File: config.mk
export PLATFORM = sky130hd
export DESIGN_NAME = lsd_lcd_drive
export DESIGN_NICKNAME = d
export VERILOG_FILES = /design/src/hdl/lsd_pkg.sv /design/src/hdl/lsd_lcd_drive.sv
export SDC_FILE = /design/constraint.sdc
export NUM_CORES = 2
export LEC_CHECK = 0
export BUFFER_PORTS_ARGS = -buffer_cell sky130_fd_sc_hd__buf_2
export CAP_MARGIN = 20
export CORE_MARGIN = 5
export CORE_UTILIZATION = 50
export CTS_BUF_LIST = sky130_fd_sc_hd__clkbuf_8
export DETAILED_ROUTE_END_ITERATION = 8
export GPL_TIMING_DRIVEN = 1
export PLACE_DENSITY_LB_ADDON = 0.25
export SKIP_LAST_GASP = 1
export SLEW_MARGIN = 20
export SYNTH_ARGS = -nofsm -noshare
export SYNTH_HDL_FRONTEND = slang
export SYNTH_SLANG_ARGS = --single-unit
export TNS_END_PERCENT = 50
File: constraint.sdc
create_clock -name core_clk -period 20.3 [get_ports core_clk]
set_input_delay 1.015 -clock core_clk [delete_from_list [all_inputs] [get_ports core_clk]]
set_output_delay 1.015 -clock core_clk [all_outputs]
set_load 0.02 [all_outputs]
File: src/hdl/lsd_pkg.sv
package lsd_pkg;

    // core clock period and the clock count it implies per second
    localparam int unsigned CLK_PERIOD_NS = 100;
    localparam logic [23:0] CLK_HZ = 24'(64'd1_000_000_000 / CLK_PERIOD_NS);

    // frame refresh rate limits, in Hz
    localparam logic [7:0] RATE_MIN_HZ = 8'h0A;
    localparam logic [7:0] RATE_MAX_HZ = 8'h96;

    localparam int unsigned MAX_PINS = 62;
    localparam int unsigned MAX_COMMONS = 16;
    localparam int unsigned NUM_LEVELS = 6;
    localparam int unsigned CONTRAST_W = 6;
    localparam int unsigned FIFO_DEPTH = 4;

    // reset values of control state
    localparam logic [23:0] RST_ACC = 24'h000000;
    localparam logic [3:0] RST_COM = 4'h0;

    typedef enum logic [2:0] {
        LSD_BIAS_STATIC = 3'h0,
        LSD_BIAS_HALF = 3'h1,
        LSD_BIAS_THIRD = 3'h2,
        LSD_BIAS_QUARTER = 3'h3,
        LSD_BIAS_FIFTH = 3'h4
    } lsd_bias_t;

    typedef enum logic [1:0] {
        LSD_DRV_LOW = 2'h0,
        LSD_DRV_MID = 2'h1,
        LSD_DRV_HIGH = 2'h2
    } lsd_drive_t;

    typedef enum logic [1:0] {
        LSD_ST_IDLE = 2'h0,
        LSD_ST_FILL = 2'h1,
        LSD_ST_RUN = 2'h3
    } lsd_state_t;

    typedef struct packed {
        logic enable;
        lsd_bias_t bias;
        logic [CONTRAST_W-1:0] contrast;
        logic [7:0] rate_hz;
        logic invert;
        logic type_b;
        lsd_drive_t drive;
    } lsd_cfg_t;

    typedef struct packed {
        logic [NUM_LEVELS-1:0] level_en;
        logic [CONTRAST_W-1:0] contrast;
        lsd_drive_t drive;
    } lsd_biasbus_t;

    typedef struct packed {
        logic active;
        logic [3:0] com;
        logic polarity;
        logic slot_tick;
    } lsd_ctrl_t;

endpackage

File: src/hdl/lsd_lcd_drive.sv
`timescale 1ns/1ps

module lsd_fifo #(
    parameter int unsigned WIDTH = 8,
    parameter int unsigned DEPTH = 4
) (
    input wire logic core_clk,
    input wire logic resetn,
    input wire logic flush,
    input wire logic in_valid,
    output logic in_ready,
    input wire logic [WIDTH-1:0] in_data,
    output logic out_valid,
    input wire logic out_ready,
    output logic [WIDTH-1:0] out_data
);
    localparam int unsigned AW = (DEPTH > 1) ? $clog2(DEPTH) : 1;

    typedef struct packed {
        logic [DEPTH-1:0][WIDTH-1:0] mem;
        logic [AW-1:0] wr;
        logic [AW-1:0] rd;
        logic [AW:0] cnt;
    } lsd_fifo_state_t;

    lsd_fifo_state_t s_q;
    lsd_fifo_state_t s_d;
    logic push;
    logic pop;

    assign in_ready = (s_q.cnt != (AW+1)'(DEPTH));
    assign out_valid = (s_q.cnt != '0);
    assign out_data = s_q.mem[s_q.rd];
    assign push = in_valid && in_ready;
    assign pop = out_valid && out_ready;

    always_comb
    begin
        s_d = s_q;
        if (push)
        begin
            s_d.mem[s_q.wr] = in_data;
            s_d.wr = (s_q.wr == AW'(DEPTH - 1)) ? '0 : s_q.wr + 1'b1;
        end
        if (pop)
        begin
            s_d.rd = (s_q.rd == AW'(DEPTH - 1)) ? '0 : s_q.rd + 1'b1;
        end
        if (push && !pop)
        begin
            s_d.cnt = s_q.cnt + 1'b1;
        end
        else if (pop && !push)
        begin
            s_d.cnt = s_q.cnt - 1'b1;
        end
        // a flush drops stale words when the display is switched off
        if (flush)
        begin
            s_d.wr = '0;
            s_d.rd = '0;
            s_d.cnt = '0;
        end
    end

    always_ff @(posedge core_clk or negedge resetn)
    begin
        if (!resetn)
        begin
            s_q <= '0;
        end
        else
        begin
            s_q <= s_d;
        end
    end
endmodule

module lsd_lcd_drive #(
    parameter int unsigned NPINS = lsd_pkg::MAX_PINS,
    parameter int unsigned DEPTH = lsd_pkg::FIFO_DEPTH
) (
    input wire logic core_clk,
    input wire logic resetn,
    input wire lsd_pkg::lsd_cfg_t cfg,
    input wire logic [NPINS-1:0] pin_is_common,
    output logic dma_req,
    input wire logic dma_valid,
    output logic dma_ready,
    input wire logic [NPINS-1:0] dma_data,
    input wire logic underrun_clr,
    output logic underrun,
    output lsd_pkg::lsd_ctrl_t lcd_ctrl,
    output lsd_pkg::lsd_biasbus_t bias_bus,
    output logic [NPINS-1:0][2:0] pin_level
);
    typedef struct packed {
        lsd_pkg::lsd_state_t st;
        logic [23:0] acc;
        logic [3:0] com;
        logic half;
        logic pol;
        logic pre_vld;
        logic [NPINS-1:0] pre;
        logic [NPINS-1:0] act;
        logic underrun;
        logic req;
        logic tick;
        logic [NPINS-1:0][2:0] lvl;
        lsd_pkg::lsd_biasbus_t bias;
    } lsd_state_t;

    lsd_state_t s_q;
    lsd_state_t s_d;
    logic f_valid;
    logic f_ready;
    logic [NPINS-1:0] f_data;
    logic [4:0] ncom;
    logic [7:0] rate;
    logic [12:0] prod;
    logic [12:0] step;
    logic [24:0] acc_sum;
    logic [2:0] top_lvl;
    logic [NPINS-1:0][4:0] rank;

    // level for one pin: 0 is ground, top is the full bias voltage
    function automatic logic [2:0] lsd_level(
        input logic is_com,
        input logic sel,
        input logic on,
        input logic p,
        input logic [2:0] a
    );
        logic [2:0] lv;
        lv = 3'h0;
        if (is_com)
        begin
            if (sel)
            begin
                lv = p ? 3'h0 : a;
            end
            else if (a < 3'h2)
            begin
                lv = p ? 3'h0 : a;
            end
            else
            begin
                lv = p ? a - 3'h1 : 3'h1;
            end
        end
        else if (on)
        begin
            lv = p ? a : 3'h0;
        end
        else if (a < 3'h2)
        begin
            // static drive: off segments follow the common
            lv = p ? 3'h0 : a;
        end
        else
        begin
            lv = p ? a - 3'h2 : 3'h2;
        end
        return lv;
    endfunction

    lsd_fifo #(
        .WIDTH(NPINS),
        .DEPTH(DEPTH)
    ) u_fifo (
        .core_clk(core_clk),
        .resetn(resetn),
        .flush(s_q.st == lsd_pkg::LSD_ST_IDLE),
        .in_valid(dma_valid),
        .in_ready(dma_ready),
        .in_data(dma_data),
        .out_valid(f_valid),
        .out_ready(f_ready),
        .out_data(f_data)
    );

    // rank of each common pin among the commons below it
    always_comb
    begin
        logic [4:0] n;
        n = 5'h0;
        for (int i = 0; i < NPINS; i++)
        begin
            rank[i] = n;
            if (pin_is_common[i] && n != 5'h1F)
            begin
                n = n + 5'h1;
            end
        end
        if (n == 5'h0)
        begin
            ncom = 5'h1;
        end
        else if (n > 5'(lsd_pkg::MAX_COMMONS))
        begin
            ncom = 5'(lsd_pkg::MAX_COMMONS);
        end
        else
        begin
            ncom = n;
        end
    end

    always_comb
    begin
        if (cfg.rate_hz < lsd_pkg::RATE_MIN_HZ)
        begin
            rate = lsd_pkg::RATE_MIN_HZ;
        end
        else if (cfg.rate_hz > lsd_pkg::RATE_MAX_HZ)
        begin
            rate = lsd_pkg::RATE_MAX_HZ;
        end
        else
        begin
            rate = cfg.rate_hz;
        end
        case (cfg.bias)
            lsd_pkg::LSD_BIAS_STATIC: top_lvl = 3'h1;
            lsd_pkg::LSD_BIAS_HALF: top_lvl = 3'h2;
            lsd_pkg::LSD_BIAS_THIRD: top_lvl = 3'h3;
            lsd_pkg::LSD_BIAS_QUARTER: top_lvl = 3'h4;
            lsd_pkg::LSD_BIAS_FIFTH: top_lvl = 3'h5;
            default: top_lvl = 3'h3;
        endcase
    end

    // slots per second: Type A spends two slots per common
    assign prod = 13'(rate) * 13'(ncom);
    assign step = cfg.type_b ? prod : 13'(prod << 1);
    assign acc_sum = {1'b0, s_q.acc} + 25'(step);
    assign f_ready = (s_q.st != lsd_pkg::LSD_ST_IDLE) && !s_q.pre_vld;

    always_comb
    begin
        logic adv;
        logic p;
        s_d = s_q;
        adv = 1'b0;
        p = 1'b0;
        s_d.req = 1'b0;
        s_d.tick = 1'b0;
        case (s_q.st)
            lsd_pkg::LSD_ST_IDLE:
            begin
                s_d.acc = lsd_pkg::RST_ACC;
                s_d.com = lsd_pkg::RST_COM;
                s_d.half = 1'b0;
                s_d.pol = 1'b0;
                s_d.pre_vld = 1'b0;
                if (cfg.enable)
                begin
                    s_d.st = lsd_pkg::LSD_ST_FILL;
                    s_d.req = 1'b1;
                end
            end
            lsd_pkg::LSD_ST_FILL:
            begin
                // first common is loaded before its slot begins
                if (s_q.pre_vld)
                begin
                    s_d.act = s_q.pre;
                    s_d.pre_vld = 1'b0;
                    s_d.st = lsd_pkg::LSD_ST_RUN;
                    s_d.req = (ncom == 5'h1);
                end
            end
            lsd_pkg::LSD_ST_RUN:
            begin
                if (acc_sum >= {1'b0, lsd_pkg::CLK_HZ})
                begin
                    s_d.acc = 24'(acc_sum - {1'b0, lsd_pkg::CLK_HZ});
                    s_d.tick = 1'b1;
                    if (!cfg.type_b && !s_q.half)
                    begin
                        s_d.half = 1'b1;
                    end
                    else
                    begin
                        s_d.half = 1'b0;
                        adv = 1'b1;
                    end
                end
                else
                begin
                    s_d.acc = acc_sum[23:0];
                end
                if (adv)
                begin
                    if (5'(s_q.com) >= ncom - 5'h1)
                    begin
                        s_d.com = 4'h0;
                        // Type B flips polarity once per frame
                        s_d.pol = ~s_q.pol;
                    end
                    else
                    begin
                        s_d.com = s_q.com + 4'h1;
                    end
                    // next frame is asked for as its last common starts
                    s_d.req = (5'(s_d.com) == ncom - 5'h1);
                    if (s_q.pre_vld)
                    begin
                        s_d.act = s_q.pre;
                        s_d.pre_vld = 1'b0;
                    end
                    else
                    begin
                        s_d.underrun = 1'b1;
                    end
                end
                if (!cfg.enable)
                begin
                    s_d.st = lsd_pkg::LSD_ST_IDLE;
                end
            end
            default:
            begin
                s_d.st = lsd_pkg::LSD_ST_IDLE;
            end
        endcase
        if (s_q.st == lsd_pkg::LSD_ST_FILL && !cfg.enable)
        begin
            s_d.st = lsd_pkg::LSD_ST_IDLE;
        end
        // prefetch uses the registered flag so a word never overwrites
        if (f_ready && f_valid)
        begin
            s_d.pre = f_data;
            s_d.pre_vld = 1'b1;
        end
        // a new underrun wins over a clear in the same cycle
        if (underrun_clr && !(adv && !s_q.pre_vld))
        begin
            s_d.underrun = 1'b0;
        end
        p = cfg.type_b ? s_d.pol : s_d.half;
        for (int i = 0; i < NPINS; i++)
        begin
            if (s_d.st != lsd_pkg::LSD_ST_RUN)
            begin
                s_d.lvl[i] = 3'h0;
            end
            else if (pin_is_common[i] && rank[i] >= ncom)
            begin
                // commons past the sixteenth are held at ground
                s_d.lvl[i] = 3'h0;
            end
            else
            begin
                s_d.lvl[i] = lsd_level(pin_is_common[i],
                    rank[i] == 5'(s_d.com),
                    s_d.act[i] ^ cfg.invert, p, top_lvl);
            end
        end
        s_d.bias.level_en = '0;
        s_d.bias.contrast = '0;
        s_d.bias.drive = lsd_pkg::LSD_DRV_LOW;
        if (s_d.st == lsd_pkg::LSD_ST_RUN)
        begin
            for (int k = 0; k < lsd_pkg::NUM_LEVELS; k++)
            begin
                s_d.bias.level_en[k] = (3'(k) <= top_lvl);
            end
            s_d.bias.contrast = cfg.contrast;
            case (cfg.drive)
                lsd_pkg::LSD_DRV_LOW: s_d.bias.drive = lsd_pkg::LSD_DRV_LOW;
                lsd_pkg::LSD_DRV_MID: s_d.bias.drive = lsd_pkg::LSD_DRV_MID;
                lsd_pkg::LSD_DRV_HIGH: s_d.bias.drive = lsd_pkg::LSD_DRV_HIGH;
                default: s_d.bias.drive = lsd_pkg::LSD_DRV_HIGH;
            endcase
        end
    end

    always_ff @(posedge core_clk or negedge resetn)
    begin
        if (!resetn)
        begin
            s_q <= '0;
        end
        else
        begin
            s_q <= s_d;
        end
    end

    assign dma_req = s_q.req;
    assign underrun = s_q.underrun;
    assign lcd_ctrl.active = (s_q.st == lsd_pkg::LSD_ST_RUN);
    assign lcd_ctrl.com = s_q.com;
    assign lcd_ctrl.polarity = cfg.type_b ? s_q.pol : s_q.half;
    assign lcd_ctrl.slot_tick = s_q.tick;
    assign bias_bus = s_q.bias;
    assign pin_level = s_q.lvl;
endmodule

Yosys cells after proc, flatten, opt, wreduce, memory -nomap -nowiden
Cells that the tools add are included. Widths: inputs -> output; s select.

Flip-flop bits (word level): 615. Bits in latches: 0. Bits in writable memories: 0. Memory bits (read-only): 0. Bits of input ports: 150. Output and inout port bits: 210. Memories: 0.

Add/sub/neg operators: 71. $mul: 1. Divide/modulo/power cells: 0. $lt $le $gt $ge: 77. Equality and inequality tests: 137. Shift operators: 0. Multiplexer cells: 432. Bitwise logic cells: 63. Reduce and logical (&&, ||, !) cells: 157.

Operators with widths (number): $mux 3 (318); $mux 5 (62); $add 5x1->5 const B (60); $ne 5x5->1 const B (60); $eq 5x4->1 (59); $ge 5x5->1 (59); $bwmux 248 (1); $mux 62 (3); $logic_and 1x1->1 (133); $bmux 62 s2 (1); $demux 62 s2 (1); $pmux 62 s2 (1); $mux 64 (1); $mux 63 (1); $xor 1x1->1 (62); $pmux 30 s2 (1); $add 24x13->25 (1); $ge 25x24->1 const B (1); $mux 24 (1); $sub 24x24->24 const B (1); $mux 2 (10); $mux 1 (17); $mux 4 (4); $mux 8 (2); other kinds (53) (78).

Depth between registers and ports, before layout
Word-level depth: 204. Mapped depth: 498. Gate-level depth less buffers: 459.

Cells and area by module
Synthesis repeated with hierarchy kept, for this count alone.

Cell total of the unflattened synthesis: 5888. Area, all modules: 55732.2 µm².

By module, submodules not included: lsd_lcd_drive (instances 1, cells an instance 5228, area an instance 43580.5 µm²); lsd_fifo (instances 1, cells an instance 660, area an instance 12151.7 µm²).

Worst setup path after synthesis
No wires, ideal clock.

Path kind: input-to-reg. Start: in pin_is_common[0]. End: reg s_q[55], in the netlist pin_level[41]. Arrival: 93274 ps. Required time: 20169 ps. Slack: -73104 ps. Stages on the path: 468. Cells stage by stage: clkbuf_1 > inv_1 > ha_1 > xor2_1 > ha_1 > nand2_1 > o31a_1 > inv_1 > ha_1 > nand2_1 > o21a_1 > nand2_1 > ha_1 > nor2_1 > a31oi_2 > ha_1 > and3_1 > ha_1 > [432 not listed] > a21boi_0 > o21a_1 > o21a_1 > o21ai_1 > xnor2_1 > nor3b_1 > o21a_1 > o21ai_0 > a311oi_1 > o21ai_0 > clkbuf_1 > o211ai_1 > clkbuf_1 > a22o_1 > xor2_1 > mux2_2 > nand3_1 > o31ai_1.

RTL lines: start, declared (line lsd_lcd_drive.sv:86) `input wire logic [NPINS-1:0] pin_is_common,`; $mux 1 * (line lsd_lcd_drive.sv:190) `if (pin_is_common[i] && n != 5'h1F)`; $ne 1x5->1 (line lsd_lcd_drive.sv:190); $logic_and 1x1->1 (line lsd_lcd_drive.sv:190); $mux 2 * (line lsd_lcd_drive.sv:190); parallel branches: the longest is 2 deep, another holds $add 5x1->5; $mux 5 * (line lsd_lcd_drive.sv:190); parallel branches: the longest is 2 deep, another holds $add 5x1->5; $mux 5 * (line lsd_lcd_drive.sv:190); [184 not listed]; $pmux 62 s2 * (line lsd_lcd_drive.sv:248) `case (s_q.st)`; named net s_d[216] (line lsd_lcd_drive.sv:114) `lsd_state_t s_d;`; $xor 1x1->1 * (line lsd_lcd_drive.sv:358) `s_d.act[i] ^ cfg.invert, p, top_lvl);`; $mux 3 * (line lsd_lcd_drive.sv:151) `else if (on)`; $mux 3 * (line lsd_lcd_drive.sv:136) `if (is_com)`; $mux 3 * (line lsd_lcd_drive.sv:349) `else if (pin_is_common[i] && rank[i] >= ncom)`; $mux 3 * (line lsd_lcd_drive.sv:345) `if (s_d.st != lsd_pkg::LSD_ST_RUN)`; named net s_d[55] (line lsd_lcd_drive.sv:114); end signal, assigned (line lsd_lcd_drive.sv:384) `s_q <= '0;`; end signal, assigned (line lsd_lcd_drive.sv:388) `s_q <= s_d;`; end, declared (line lsd_lcd_drive.sv:113) `lsd_state_t s_q;`.

Mark *: on every way through the listed nets, which the timed path passes. The select of a mux whose other input is x is not followed. A chain may end at the register's enable or synchronous reset.

Worst setup path in the final report
Start: in pin_is_common[1]. End: reg s_q[31], in the netlist pin_level[17].

Longest elaborated chain between the ends: 200.

RTL lines (line): $logic_and 1x1->1 * (lsd_lcd_drive.sv:190); $mux 2 * (lsd_lcd_drive.sv:190); parallel branches: the longest is 2 deep, another holds $add 5x1->5; $mux 5 * (lsd_lcd_drive.sv:190); parallel branches: the longest is 2 deep, another holds $add 5x1->5; $mux 5 * (lsd_lcd_drive.sv:190); parallel branches: the longest is 2 deep, another holds $add 5x1->5; $mux 5 * (lsd_lcd_drive.sv:190); parallel branches: the longest is 187 deep, another holds $add 5x1->5; $mux 3 * (lsd_lcd_drive.sv:349); $mux 3 * (lsd_lcd_drive.sv:345); named net s_d[31] (lsd_lcd_drive.sv:114).

Marked as above.

==> metrics.md <==
| Metric | Value |
|---|---|
| # hold bufs at CTS | 0 |
| Count of H-tree levels built during CTS | 3 |
| Fraction of synthesized cell area taken by the top area cell type | 28.49% |
| Avg Vias per Cell | 6.040 |
| Max stage delay on crit path | roughly 0.58 ns |
| Synth Flop Type | sky130_fd_sc_hd__dfrtp_1 |
| Detailed-router iteration count before antenna repair | 8 |
| Clock tree sinks | roughly 600 |
| Number of synthesized register bits | between 600 and 700 |
| Area fraction in compound gates after synthesis | 14.88% |
| Non-filler instance count after layout | 8,863 |
| Routed wire per std cell | between 20 and 30 um |
| Layout overhead on the synthesized area | 40.57% |
| Number of unique standard cell types used by synthesis | 100 |
| Max FO, Critical Path | 12 |
| Run status | finished with violations |
| Mean post-synth cell area | ~9.4 um^2 |
| Post-route clock period utilization | 366.2% |
| Warning count from the yosys run | 0 |
| Adder-Cell Fraction of Synth Area | between 10% and 20% |
| Least-Margin Pin Slew | 1.100 ns |
| Core box area | approximately 110,000 um^2 |
| Wire length after detailed routing | 224,800 um |
| Multiplexer fraction of the synthesized cell area | 12.89% |
| CTS Buf Count | 102 |
| Final Skew | around 0.13 ns |
| Total Nets Final | around 8,000 |
| Overall routing resource usage | 36.93% |
| Port Buffer Count | 359 |
| Worst min-delay path category | in -> async |
| Count of pins over their slew limit | 0 |
| Kind of end point of the critical path | flop |
| Violations in the final reports | negative setup slack |
| Initial cell density of the core | 50.39% |
| Multi-input gate area | between 40,000 and 50,000 um^2 |
| Synthesized instance count | 5,777 |
| Number of placement rows | 120 |
| CTS tree | built |
| Required arrival time at the worst endpoint | around 21 ns |
| Post-synth design cell area | between 50,000 and 60,000 um^2 |
| Setup Total Neg Slack | -15072.30 ns |
| DRC errors left | 0 |
| Combinational family with the most area after synthesis | compound AO/OA/AOI/OAI gates |
| Launching point of the worst reg2reg path | s_q[334] |
| Post-Synth XOR/XNOR Area | 10.36% |
| Asr flop ratio synth | 100.0% |
| Minimum setup slack in the final design | -54.03 ns |
| Post-synthesis simple-gate area fraction | between 10% and 20% |
| Clock transition time at the flip-flop clock pins of the worst setup and hold paths | 0.06 ns |
| Most common cell on crit path | sky130_fd_sc_hd__ha_4 |
| Type of origin of the critical path | input pin |
| Post-layout minimum cycle time | approximately 74 ns |
| Count of max-cap constraint violations | 0 |
| DR vias | roughly 54,000 |
| Number of antenna-violating nets in the routed design | 0 |
| Cell taking the most area after synthesis | sky130_fd_sc_hd__dfrtp_1 |
| Slew headroom | 26.54% |
| Setup violations, final | 282 |
| Number of cells on the worst reg-to-reg path | 32 |
| Grt ovf | 0 |
| Global-route wire length before repair | ~330,000 um |
| Share of cells above drive strength 1 | 45.54% |
| Die ar. | about 110,000 um^2 |
| Count of placed standard cells including taps | 8,432 |
| Worst Path Class, Setup | in -> reg |
| Hold Violations, Final | 0 |
| Sequential-to-total area share from yosys stat | 28.49% |
| Placed wire-length estimate | 164,700 um |
| Area used by sequential logic in the layout | about 15,000 um^2 |
| Antenna violations before repair | 22 |
| Setup repair after global routing missed its margin | true |
| Via count of the first global-routing pass | 52,678 |
| Number of ports placed on the die boundary | 360 |
| Count of flip-flops with a built-in enable after synthesis | 0 |
| Final GP Congestion | just over 1 |
| Worst flop-to-flop path endpoint | pin_level[17] |
| Slowest cell on the critical path | sky130_fd_sc_hd__or4_4 |
| Clock Root Buffer | sky130_fd_sc_hd__clkbuf_8 |
| Vertical die dimension | 338.7 um |
| Largest net degree at the start of global routing | 109 |
| Max Root-Sink Buffers | 3 |
| Die boundary width | 338.7 um |
| Data arrival at the endpoint of the critical path | 75.02 ns |
| Filler cells | around 8,000 |
| DRC marker count from the first detailed-route iteration | between 5,000 and 6,000 |
| Highest attainable clock frequency | approximately 13 MHz |
| Main area contributors after synthesis | sky130_fd_sc_hd__dfrtp_1 28%, sky130_fd_sc_hd__ha_1 11%, sky130_fd_sc_hd__mux2_2 6.8%, sky130_fd_sc_hd__xnor2_1 6.2%, sky130_fd_sc_hd__mux2i_1 3.5% |
| Clock latency on the worst-skew pair | between 0.8 and 0.9 ns |
| Slack of the worst reg-to-reg path | 13.78 ns |
[synthesized netlist by cell type (50+ instances only)]
cell type and instances:
sky130_fd_sc_hd__and3_1 79, sky130_fd_sc_hd__nand2b_1 137, sky130_fd_sc_hd__nand2_1 363, sky130_fd_sc_hd__dfrtp_1 615, sky130_fd_sc_hd__o211ai_1 63, sky130_fd_sc_hd__o32ai_1 80, sky130_fd_sc_hd__a22o_1 50, sky130_fd_sc_hd__mux2_2 324
sky130_fd_sc_hd__mux2i_1 190, sky130_fd_sc_hd__nor2_1 335, sky130_fd_sc_hd__clkbuf_1 283, sky130_fd_sc_hd__nor3_1 106, sky130_fd_sc_hd__nand3b_1 55, sky130_fd_sc_hd__nor2b_1 120, sky130_fd_sc_hd__a21o_1 121, sky130_fd_sc_hd__nand3_1 160
sky130_fd_sc_hd__mux4_2 62, sky130_fd_sc_hd__buf_4 219, sky130_fd_sc_hd__ha_1 473, sky130_fd_sc_hd__nand4_1 61, sky130_fd_sc_hd__xor2_1 124, sky130_fd_sc_hd__inv_1 190, sky130_fd_sc_hd__xnor2_1 385, sky130_fd_sc_hd__a21oi_1 297
sky130_fd_sc_hd__o21ai_0 202, sky130_fd_sc_hd__a31oi_1 83
[sequential cells by signal, summed over array words and instances (netlist names)]
register / cells
lcd_ctrl: 5
bias_bus: 14
dma_req: 1
s_q: 153
u_fifo.s_q: 255
pin_level: 186
underrun: 1
[cell usage in the layout, fill, tap and decap left out, drive strengths merged, types with 23 or more instances in the layout]
cell | synthesis | routed
nand3 | 160 | 160
xor2 | 126 | 126
dfrtp | 615 | 615
nor2b | 120 | 120
xnor2 | 406 | 406
nor4 | 25 | 25
nand2 | 363 | 363
nand2b | 137 | 137
o21ai | 220 | 220
mux4 | 62 | 62
a211oi | 26 | 26
clkinv | 5 | 24
a21oi | 298 | 298
xnor3 | 27 | 27
nand4 | 61 | 61
mux2 | 325 | 325
a31oi | 84 | 84
or3 | 45 | 45
and2 | 23 | 23
buf | 279 | 2045
nand3b | 55 | 55
o31ai | 23 | 23
o32ai | 80 | 80
ha | 473 | 473
a22oi | 23 | 23
nor2 | 337 | 337
mux2i | 190 | 190
inv | 198 | 232
o31a | 46 | 46
clkbuf | 284 | 124
nor3 | 107 | 107
a21o | 121 | 121
and3 | 79 | 79
a22o | 50 | 50
o211ai | 63 | 63
[per-layer routing]
metal  wire [um]  global-route usage (%)  up-vias  share of wire, %
li1            -                       -    23830                 -
met1       88690                   47.42    26076                39
met2       99620                   58.28     2779                44
met3       21190                   8.922      837               9.4
met4       14980                   18.92       14               6.7
met5         273                       0        -              0.12
[through the flow]
| step | area, um^2 | util [%] | setup WS [ns] | hold slack [ns] |
|---|---|---|---|---|
| floorplan | 56720 | - | -60.28 | 0.4570 |
| global placement | 68540 | 63.94 | -55.91 | 0.4787 |
| detailed placement | 68550 | 63.94 | -57.92 | 0.4877 |
| CTS | 72430 | 67.56 | -53.85 | 0.2206 |
| global route | 75920 | 70.81 | -57.29 | 0.2830 |
| finish | 75940 | 70.84 | -54.03 | 0.2466 |
[critical path: cells and delay by family]
kind / cells / cell delay (ns)
mux: 3 / 0.57
buf+inv: 45 / 4.90
fa+ha+maj: 97 / 18.11
simple gates: 160 / 23.75
compound gates: 57 / 8.89
xor+xnor: 95 / 17.72
[timing repair]
action / CTS / global route
hold endpoints to repair: 0 / 0
buffers inserted: 91 / 152
endpoints found under the setup margin: 282 / 282
gates resized for setup: 201 / 431
pin swaps: 122 / 302
gates cloned: 5 / 2
[kinds of logic after synthesis]
kind of cell,Yosys count
adder cells (fa/ha/maj),493
other,1
buffers and inverters,766
XOR/XNOR,562
multiplexers,577
AO/OA/AOI/OAI,1198
flip-flops,615
AND/OR/NAND/NOR,1565
[area by class of cell]
class | count | area share [%]
inverters | 203 | 1.030
clock buffers | 121 | 2.193
repair buffers | 2048 | 20.82
clock inverters | 61 | 0.6459
multi-input cells | 4398 | 52.69
well taps | 1403 | 2.312
diodes | 14 | 0.04613
flip-flops and latches | 615 | 20.27
[worst max path at each step]
stage                      from             end  slack [ns]
2_1_floorplan  pin_is_common[0]  pin_level[170]      -60.28
3_3_place_gp   pin_is_common[1]  pin_level[176]      -55.91
3_5_place_dp   pin_is_common[1]  pin_level[175]      -57.92
4_1_cts        pin_is_common[0]   pin_level[55]      -53.85
5_1_grt        pin_is_common[1]  pin_level[112]      -57.29
6_report       pin_is_common[1]   pin_level[17]      -54.03
Power is left out: the tool's default activity adds up to more than one toggle a clock period on the data nets, which glitch-free logic cannot reach.
